**src/lsc_pkg.sv**
```systemverilog
/*
  Shared constants and types for the link switch configuration block:
  register offsets, field positions, reset values, timing and carriers.
  Assumes a 200 MHz register clock and a 32-bit APB register bus.
*/
`default_nettype none

package lsc_pkg;

  // Geometry
  localparam int NUM_SRC   = 4;
  localparam int NUM_TERM  = 16;  // Four sources, four pairs each
  localparam int NUM_BOOST = 8;
  localparam int NUM_GRP   = 5;   // One update window per writable register

  // Register byte offsets
  localparam logic [7:0] SEL_OFF   = 8'h00;
  localparam logic [7:0] MODE_OFF  = 8'h04;
  localparam logic [7:0] TERM_OFF  = 8'h08;
  localparam logic [7:0] BOOST_OFF = 8'h0c;
  localparam logic [7:0] TX_OFF    = 8'h10;
  localparam logic [7:0] STAT_OFF  = 8'h14;

  // Field positions
  localparam int MODE_EN_BIT   = 0;
  localparam int TX_TERM_BIT   = 0;
  localparam int TX_CUR_BIT    = 1;
  localparam int PREEMPH_FIELD_LSB     = 2;
  localparam int STAT_PAR_BIT  = 0;
  localparam int STAT_ADDR_LSB = 8;

  // Reset values and fixed patterns
  localparam logic [15:0] RST_TERM = 16'h0000;
  localparam logic [3:0]  ADDR_HI  = 4'h9;

  // Update window, least time rounded up to whole cycles
  localparam int UPD_DELAY_NS = 50;
  localparam int CLK_PS       = 5000;
  localparam int UPD_CYC      = (UPD_DELAY_NS * 1000 + CLK_PS - 1) / CLK_PS;
  localparam int WIN_W        = $clog2(UPD_CYC + 1);
  localparam int LOAD_CYC     = 3;  // Strap synchroniser depth plus one

  typedef logic [WIN_W-1:0] lsc_win_t;
  typedef logic [1:0]       lsc_cnt_t;

  // Configuration carrier; masks below follow this bit order
  typedef struct packed {
    logic [1:0]           src;
    logic                 out_en;
    logic [NUM_TERM-1:0]  term;
    logic [NUM_BOOST-1:0] boost;
    logic                 out_term;
    logic                 out_cur;
    logic [1:0]           preemph;
  } lsc_cfg_s;

  localparam logic [NUM_GRP-1:0][30:0] GRP_MASK = {
    31'h0000_000f,   // Transmitter settings
    31'h0000_0ff0,   // Equalizer boost
    31'h0fff_f000,   // Input terminations
    31'h1000_0000,   // Device modes
    31'h6000_0000    // Source select
  };

  // Strap pin carrier
  typedef struct packed {
    logic [1:0] src;
    logic       boost;
    logic       out_en;
    logic       out_term;
    logic       out_cur;
    logic [1:0] preemph;
    logic [2:0] addr;
  } lsc_strap_s;

  typedef enum logic [1:0] {PH_LOAD, PH_PAR, PH_SER} lsc_phase_e;

endpackage

`default_nettype wire
```
**src/lsc_ctrl.sv**
```systemverilog
/*
  Configuration register bank of a four-to-one video link switch.
  Assumes an APB master on pclk and asynchronous strap pins that are
  synchronised here before use.
*/
// The address map and register access over APB are this design's own decisions.
// Function
// - Route exactly one of four sources
// - All four pairs of a link alike
// - Eight selectable slave addresses
// - Reset reloads from straps and defaults
// - Any bus access after the strap load disables straps until reset
// - One termination bit per input pair
// - Input terminations open after reset
// - Straps never change input terminations
// - Per-channel boost bit, 6 or 12 dB
// - One strap sets all boost bits
// - Output termination by bit or strap
// - Output tristate by enable bit or strap
// - Reset loads output termination from strap
// - Reset loads output current from strap
// - Four preemphasis levels, field or straps
// - Writes take effect through non-restarting window
// - Slave address is 1001 plus straps
// Mode flag is registered on its own so every output leaves a flop
`timescale 1ns/1ps
`default_nettype none

module lsc_ctrl (
  input  wire logic                          pclk,
  input  wire logic                          presetn,
  input  wire logic [7:0]                    paddr,
  input  wire logic                          psel,
  input  wire logic                          penable,
  input  wire logic                          pwrite,
  input  wire logic [31:0]                   pwdata,
  output logic      [31:0]                   prdata,
  output logic                               pready,
  output logic                               pslverr,
  input  wire logic [1:0]                    source_select_straps,
  input  wire logic                          global_boost_strap,
  input  wire logic                          output_drive_enable_strap,
  input  wire logic                          output_term_strap,
  input  wire logic                          output_current_strap,
  input  wire logic [1:0]                    preemph_strap_bus,
  input  wire logic [2:0]                    slave_addr_straps,
  output logic      [1:0]                    source_sel,
  output logic                               output_drive_enable_bit,
  output logic      [lsc_pkg::NUM_TERM-1:0]  input_term_switch_bit,
  output logic      [lsc_pkg::NUM_BOOST-1:0] input_boost_bit,
  output logic                               output_term_bit,
  output logic                               output_current_bit,
  output logic      [1:0]                    preemph_field,
  output logic      [6:0]                    slave_addr,
  output logic                               parallel_active
);

  typedef struct packed {
    lsc_pkg::lsc_strap_s                          s1;
    lsc_pkg::lsc_strap_s                          s2;
    lsc_pkg::lsc_phase_e                          phase;
    lsc_pkg::lsc_cnt_t                            load;
    lsc_pkg::lsc_cfg_s                            cfg;
    lsc_pkg::lsc_cfg_s                            app;
    logic [lsc_pkg::NUM_GRP-1:0][lsc_pkg::WIN_W-1:0] win;
    logic [6:0]                                   addr;
    logic                                         rdy;
    logic                                         err;
    logic [31:0]                                  rdata;
    logic                                         par;
  } lsc_state_s;

  lsc_state_s s_r;
  lsc_state_s s_nxt;
  lsc_pkg::lsc_strap_s pins;
  logic acc_done;
  logic wr_done;

  // Register index from a byte address; 7 marks an unmapped address
  function automatic logic [2:0] reg_idx(input logic [7:0] a);
    case (a)
      lsc_pkg::SEL_OFF:   reg_idx = 3'h0;
      lsc_pkg::MODE_OFF:  reg_idx = 3'h1;
      lsc_pkg::TERM_OFF:  reg_idx = 3'h2;
      lsc_pkg::BOOST_OFF: reg_idx = 3'h3;
      lsc_pkg::TX_OFF:    reg_idx = 3'h4;
      lsc_pkg::STAT_OFF:  reg_idx = 3'h5;
      default:            reg_idx = 3'h7;
    endcase
  endfunction

  // Read word for a register; stored, not applied, values read back
  function automatic logic [31:0] rd_word(input logic [2:0] idx, input lsc_state_s st);
    rd_word = 32'h0000_0000;
    case (idx)
      3'h0: rd_word[1:0] = st.cfg.src;
      3'h1: rd_word[lsc_pkg::MODE_EN_BIT] = st.cfg.out_en;
      3'h2: rd_word[lsc_pkg::NUM_TERM-1:0] = st.cfg.term;
      3'h3: rd_word[lsc_pkg::NUM_BOOST-1:0] = st.cfg.boost;
      3'h4: begin
        rd_word[lsc_pkg::TX_TERM_BIT] = st.cfg.out_term;
        rd_word[lsc_pkg::TX_CUR_BIT] = st.cfg.out_cur;
        rd_word[lsc_pkg::PREEMPH_FIELD_LSB +: 2] = st.cfg.preemph;
      end
      3'h5: begin
        rd_word[lsc_pkg::STAT_PAR_BIT] = (st.phase != lsc_pkg::PH_SER);
        rd_word[lsc_pkg::STAT_ADDR_LSB +: 7] = st.addr;
      end
      default: rd_word = 32'h0000_0000;
    endcase
  endfunction

  assign pins = '{src: source_select_straps, boost: global_boost_strap,
                  out_en: output_drive_enable_strap, out_term: output_term_strap,
                  out_cur: output_current_strap, preemph: preemph_strap_bus,
                  addr: slave_addr_straps};
  assign acc_done = psel && penable && s_r.rdy;
  assign wr_done  = acc_done && pwrite;

  // Next state: sync, phase, bus slave, configuration and update windows
  always_comb begin
    s_nxt = s_r;
    s_nxt.s1 = pins;
    s_nxt.s2 = s_r.s1;
    // Zero-wait slave: ready in every access phase
    s_nxt.rdy = psel && !penable;
    s_nxt.err = psel && !penable && (reg_idx(paddr) == 3'h7);
    s_nxt.rdata = (psel && !penable && !pwrite) ? rd_word(reg_idx(paddr), s_r) : 32'h0000_0000;
    case (s_r.phase)
      lsc_pkg::PH_LOAD: begin
        // Straps plus fixed defaults, applied at once without a window
        s_nxt.cfg.src = s_r.s2.src;
        s_nxt.cfg.out_en = s_r.s2.out_en;
        s_nxt.cfg.term = lsc_pkg::RST_TERM;
        s_nxt.cfg.boost = {lsc_pkg::NUM_BOOST{s_r.s2.boost}};
        s_nxt.cfg.out_term = s_r.s2.out_term;
        s_nxt.cfg.out_cur = s_r.s2.out_cur;
        s_nxt.cfg.preemph = s_r.s2.preemph;
        s_nxt.app = s_nxt.cfg;
        s_nxt.addr = {lsc_pkg::ADDR_HI, s_r.s2.addr};
        s_nxt.load = s_r.load + 2'd1;
        if (s_r.load == lsc_pkg::lsc_cnt_t'(lsc_pkg::LOAD_CYC - 1)) begin
          s_nxt.phase = lsc_pkg::PH_PAR;
        end
      end
      lsc_pkg::PH_PAR: begin
        // Straps follow live; select only moves at reset, terms never
        s_nxt.cfg.out_en = s_r.s2.out_en;
        s_nxt.cfg.boost = {lsc_pkg::NUM_BOOST{s_r.s2.boost}};
        s_nxt.cfg.out_term = s_r.s2.out_term;
        s_nxt.cfg.out_cur = s_r.s2.out_cur;
        s_nxt.cfg.preemph = s_r.s2.preemph;
        if (acc_done) begin
          s_nxt.phase = lsc_pkg::PH_SER;
          s_nxt.cfg = s_r.cfg;
        end
      end
      lsc_pkg::PH_SER: s_nxt.phase = lsc_pkg::PH_SER;
      default: s_nxt.phase = lsc_pkg::PH_LOAD;
    endcase
    // Mode flag follows the next phase, so the pin needs no decode
    s_nxt.par = (s_nxt.phase != lsc_pkg::PH_SER);
    // Bus writes own the registers from the first access on
    if (wr_done) begin
      case (reg_idx(paddr))
        3'h0: s_nxt.cfg.src = pwdata[1:0];
        3'h1: s_nxt.cfg.out_en = pwdata[lsc_pkg::MODE_EN_BIT];
        3'h2: s_nxt.cfg.term = pwdata[lsc_pkg::NUM_TERM-1:0];
        3'h3: s_nxt.cfg.boost = pwdata[lsc_pkg::NUM_BOOST-1:0];
        3'h4: begin
          s_nxt.cfg.out_term = pwdata[lsc_pkg::TX_TERM_BIT];
          s_nxt.cfg.out_cur = pwdata[lsc_pkg::TX_CUR_BIT];
          s_nxt.cfg.preemph = pwdata[lsc_pkg::PREEMPH_FIELD_LSB +: 2];
        end
        default: s_nxt.cfg = s_nxt.cfg;
      endcase
    end
    // Per-register window: a change outside it applies at once and opens
    // it; changes inside only update the pending value, applied at its end
    if (s_r.phase != lsc_pkg::PH_LOAD) begin
      for (int g = 0; g < lsc_pkg::NUM_GRP; g++) begin
        if (s_r.win[g] == lsc_pkg::lsc_win_t'(0)) begin
          if (((s_nxt.cfg ^ s_r.app) & lsc_pkg::GRP_MASK[g]) != 31'h0) begin
            s_nxt.app = (s_r.app & ~lsc_pkg::GRP_MASK[g]) |
                        (s_nxt.cfg & lsc_pkg::GRP_MASK[g]);
            s_nxt.win[g] = lsc_pkg::lsc_win_t'(lsc_pkg::UPD_CYC);
          end
        end else begin
          s_nxt.win[g] = s_r.win[g] - lsc_pkg::lsc_win_t'(1);
          if (s_r.win[g] == lsc_pkg::lsc_win_t'(1)) begin
            s_nxt.app = (s_nxt.app & ~lsc_pkg::GRP_MASK[g]) |
                        (s_nxt.cfg & lsc_pkg::GRP_MASK[g]);
          end
        end
      end
    end
  end

  // Whole state in one register
  always_ff @(posedge pclk or negedge presetn) begin
    if (!presetn) begin
      // Everything clears except the mode flag, which resets to parallel
      s_r     <= '0;
      s_r.par <= 1'h1;
    end else begin
      s_r <= s_nxt;
    end
  end

  // Outputs straight from the state register
  assign source_sel              = s_r.app.src;
  assign output_drive_enable_bit = s_r.app.out_en;
  assign input_term_switch_bit   = s_r.app.term;
  assign input_boost_bit         = s_r.app.boost;
  assign output_term_bit         = s_r.app.out_term;
  assign output_current_bit      = s_r.app.out_cur;
  assign preemph_field           = s_r.app.preemph;
  assign slave_addr              = s_r.addr;
  assign parallel_active         = s_r.par;
  assign prdata                  = s_r.rdata;
  assign pready                  = s_r.rdy;
  assign pslverr                 = s_r.err;

  localparam int WIN_CYC = lsc_pkg::UPD_CYC;
endmodule

`default_nettype wire

```
**config.mk**
```make
export PLATFORM = sky130hd
export DESIGN_NAME = lsc_ctrl
export DESIGN_NICKNAME = d
export VERILOG_FILES = /design/src/lsc_pkg.sv /design/src/lsc_ctrl.sv
export SDC_FILE = /design/constraint.sdc
export NUM_CORES = 1
export LEC_CHECK = 0
export ABC_AREA = 1
export ABC_CLOCK_PERIOD_IN_PS = 6040
export BUFFER_PORTS_ARGS = -buffer_cell sky130_fd_sc_hd__buf_2
export CAP_MARGIN = 30
export CORE_MARGIN = 2
export CORE_UTILIZATION = 45
export DETAILED_ROUTE_END_ITERATION = 10
export PLACE_DENSITY = 0.66
export SYNTH_ARGS = -nofsm -noshare
export SYNTH_HDL_FRONTEND = slang
export SYNTH_SLANG_ARGS = --single-unit
```
**constraint.sdc**
```tcl
create_clock -name pclk -period 6.04 [get_ports pclk]
set_input_delay 0 -clock pclk [delete_from_list [all_inputs] [get_ports pclk]]
set_output_delay 0 -clock pclk [all_outputs]
set_load 0.01 [all_outputs]
```
==> flow_metrics.py <==
metrics = {
    "detailed_routing": {
        "wl_met2_microns": 8630,
        "drtIter0Drc": 447,
        "via_per_inst": 4.90,
        "dr_wl_met3_microns": 1040,
        "topRoutingLayerUsed": "met4",
        "vias": 6496,
        "drc": 0,
        "wl_met1_microns": 8760,
        "firstDrtPassIters": 5,
        "routedWlPerCell_microns": 14.1,
        "routed_wl_microns": 18800,
        "ant_nets": 0,
    },
    "yosys": {
        "synth_area_sq_mm": 0.00770,
        "synth_top_area_cell": "dfrtp_1",
        "yosys-top-cells-count": "290 x nand2_1, 133 x inv_1, 130 x dfrtp_1",
        "postSynthAreaPerCell_sq_um": 7.58,
        "synth_edf_count": 0,
        "synth.ff_latch_count": 131,
        "synth_top_area_share_pct": 42.2,
        "ys_warn_count": 0,
        "synth.most_common_cell": "nand2_1",
        "synth_area_leaders": "dfrtp_1 42%, nand2_1 14%, buf_4 7.1%",
        "seq_area_frac_synth_pct": 42.6,
        "synthCells": 1017,
        "ys.flop_type": "dfrtp_1",
        "async_flop_share_pct": 100,
        "netlist-cell-type-count": 46,
    },
    "job": {
        "cap_violations": 0,
    },
    "die": {
        "initial_utilization_pct": 46.3,
        "dieHeight_microns": 135,
        "num_rows": 47,
        "dieWidth_microns": 135,
        "core_sq_mm": 0.0166,
        "die_area_sq_mm": 0.0182,
        "ioPinCount": 129,
    },
    "setup_path": {
        "r2r_cells": 17,
        "critPathMaxFanout": 17,
        "crit_path_start_kind": "input port",
        "ff2ff_setup_slack_ps": 2280,
        "crit_arrival_ps": 4170,
        "slowest_stage": "a21oi_2",
        "slowest_delay_ps": 640,
        "r2r-start": "pready$_DFF_PN0_",
        "crit_path_cell_trace": "buf_2, nor2_2, nand2_1, nor2_1, inv_1, ha_1, a21oi_2, nand3_2, nand2_1, nand2_1, nand2_1, nand2_1, nor2_1, nand2_1, nor2_1, nand2_1, nand2_2, a21oi_4, o21ai_4, nand2_1, nand2_1",
        "crit_type": "in -> reg",
        "critPathCaptureType": "flip-flop",
        "required_ps": 6390,
        "r2r-end": "input_term_switch_bit[6]$_DFFE_PN0P_",
        "cp_common_cell": "nand2_1",
    },
    "timing": {
        "min_period_ps": 3820,
        "fin_skew_ps": 10.3,
        "max_clock_freq_mhz": 262,
        "slew_headroom_pct": 32.8,
        "fin_crit_sh_pct": 63.2,
        "setup-tns-final_ps": 0,
        "worst_pin_slew_ps": 1010,
        "drv_slew": 0,
        "final_hold_viol_count": 0,
        "setup_viol_count_final": 0,
        "rsz0062_at_grt": "no",
    },
    "min_path": {
        "hold_path_end": "prdata[7]$_DFF_PN0_",
        "hold_depth": 4,
        "hold_class": "in -> reg",
        "holdCritStartpoint": "pwrite",
    },
    "placed_design": {
        "io_buffer_count": 94,
        "hpwl_microns": 12900,
        "globalplace.congestion": 0.850,
        "dp.cells": 1265,
    },
    "grt": {
        "antenna_found_initial": 0,
        "grt_pass1_vias": 6253,
        "overflow": 0,
        "grt_max_degree": 76,
        "grt_pass1_wl_microns": 31000,
        "grt_usage_pct": 21.8,
    },
    "clock_network": {
        "cts_tree": "done",
        "clockBufferDepth": 2,
        "ctsResizeCount": 0,
        "clkTransAtPathRegs_ps": 60,
        "htreeDepth": 4,
        "clockRootBuffer": "clkbuf_16",
        "cts_made_buffers": 17,
        "cts_sinks": 131,
        "insertion_delay_ps": 420,
    },
    "layout": {
        "num-nets-final": 1165,
        "stdcell_count": 1327,
        "drive_gt1_share_pct": 16.1,
        "area_growth_syn_to_layout_pct": 15.1,
        "diodes": 0,
    },
    "power": {
        "powerDensity_mw_per_mm2": 436,
        "ir_drop_mv": 0.214,
        "p_leak_nw": 4.83,
    },
    "run_status": {
        "outcome": "complete, no violations",
    },
}
==> worst max-delay path, delay by kind of cell <==
family          cells  cell delay, ps
compound gates      3            1390
simple gates       15            2290
fa+ha+maj           1             240
buf+inv             2             230
==> worst max-delay path by stage <==
stage	cells past startpoint	start	end	slack (ps)
2_1_floorplan	22	paddr[1]	input_term_switch_bit[11]$_DFFE_PN0P_	3560
3_3_place_gp	21	paddr[1]	input_term_switch_bit[10]$_DFFE_PN0P_	1910
3_5_place_dp	21	paddr[1]	input_term_switch_bit[10]$_DFFE_PN0P_	1830
4_1_cts	21	paddr[1]	input_term_switch_bit[6]$_DFFE_PN0P_	2270
5_1_grt	21	paddr[1]	input_term_switch_bit[8]$_DFFE_PN0P_	1840
6_report	21	paddr[1]	input_term_switch_bit[6]$_DFFE_PN0P_	2220
==> repair_timing <==
item                      CTS  global route
setup buffers               0             0
hold buffers               31             0
hold endpoints to repair  109             0
==> layout make-up <==
class	instances	area [sq um]
clock buffer	22	464
clock inverter	9	154
fill	1558	7770
inverter	138	519
multi-input combinational	677	3350
sequential	131	3280
tap	220	275
timing repair buffer	130	825
==> sequential cells by signal, indices dropped and copies added, names as in the netlist <==
register,count
output_current_bit,1
input_boost_bit,8
input_term_switch_bit,16
s_nxt,11
output_term_bit,1
s_r,66
pready,1
preemph_field,2
slave_addr,4
source_sel,2
pslverr,1
output_drive_enable_bit,1
parallel_active,1
prdata,16
==> cell families after synthesis <==
kind of cell / synth area share [%]
AO/OA/AOI/OAI: 7.81
adder cells (fa/ha/maj): 2.27
buffers and inverters: 14.8
XOR/XNOR: 1.14
AND/OR/NAND/NOR: 31.4
other: 0.0487
flip-flops: 42.6
==> per-layer routing <==
layer	global-route usage, %	up-vias
li1	-	3292
met1	29.4	3009
met2	35.0	176
met3	4.09	19
met4	8.13	0
met5	0	-
==> per-stage QoR <==
| stage | utilization, % | worst slack (ps) | hold WS (ps) | power [mW] | instance area, sq um |
|---|---|---|---|---|---|
| after floorplan | - | 3560 | -296 | 2.43 | 7770 |
| after global placement | 47.7 | 1910 | 74.0 | 2.73 | 7940 |
| after detailed placement | 47.7 | 1830 | 77.6 | 2.76 | 7940 |
| after CTS | 53.3 | 2270 | 98.0 | 3.89 | 8870 |
| after global routing | 53.3 | 1840 | 147 | 4.19 | 8870 |
| final | 53.3 | 2220 | 105 | 3.87 | 8870 |
==> cell usage in the layout, fill, tap and decap left out, types with 3 or more instances in the layout <==
cell type	n
o21ai_0	48
dfrtp_1	130
a22oi_1	3
ha_1	14
nand2_1	290
o21bai_1	5
a21oi_1	31
clkinv_2	3
nor3_1	9
nand3_2	5
inv_2	3
xor2_1	8
buf_4	5
clkbuf_16	17
inv_1	133
nand2_2	18
bufinv_16	4
nand3_1	99
nor2_1	58
nor2_4	5
nand4_1	21
clkbuf_1	3
dlygate4sd3_1	31
buf_2	93
nand3b_1	10
o21ai_1	4
conb_1	18
nor2_2	5
==> power breakdown <==
group / total, mW / internal [mW] / switching, mW
clock: 1.09 / 0.709 / 0.381
combinational: 1.53 / 0.515 / 1.01
sequential: 1.25 / 1.09 / 0.160
No activity file was read; power rests on OpenSTA's default activity.
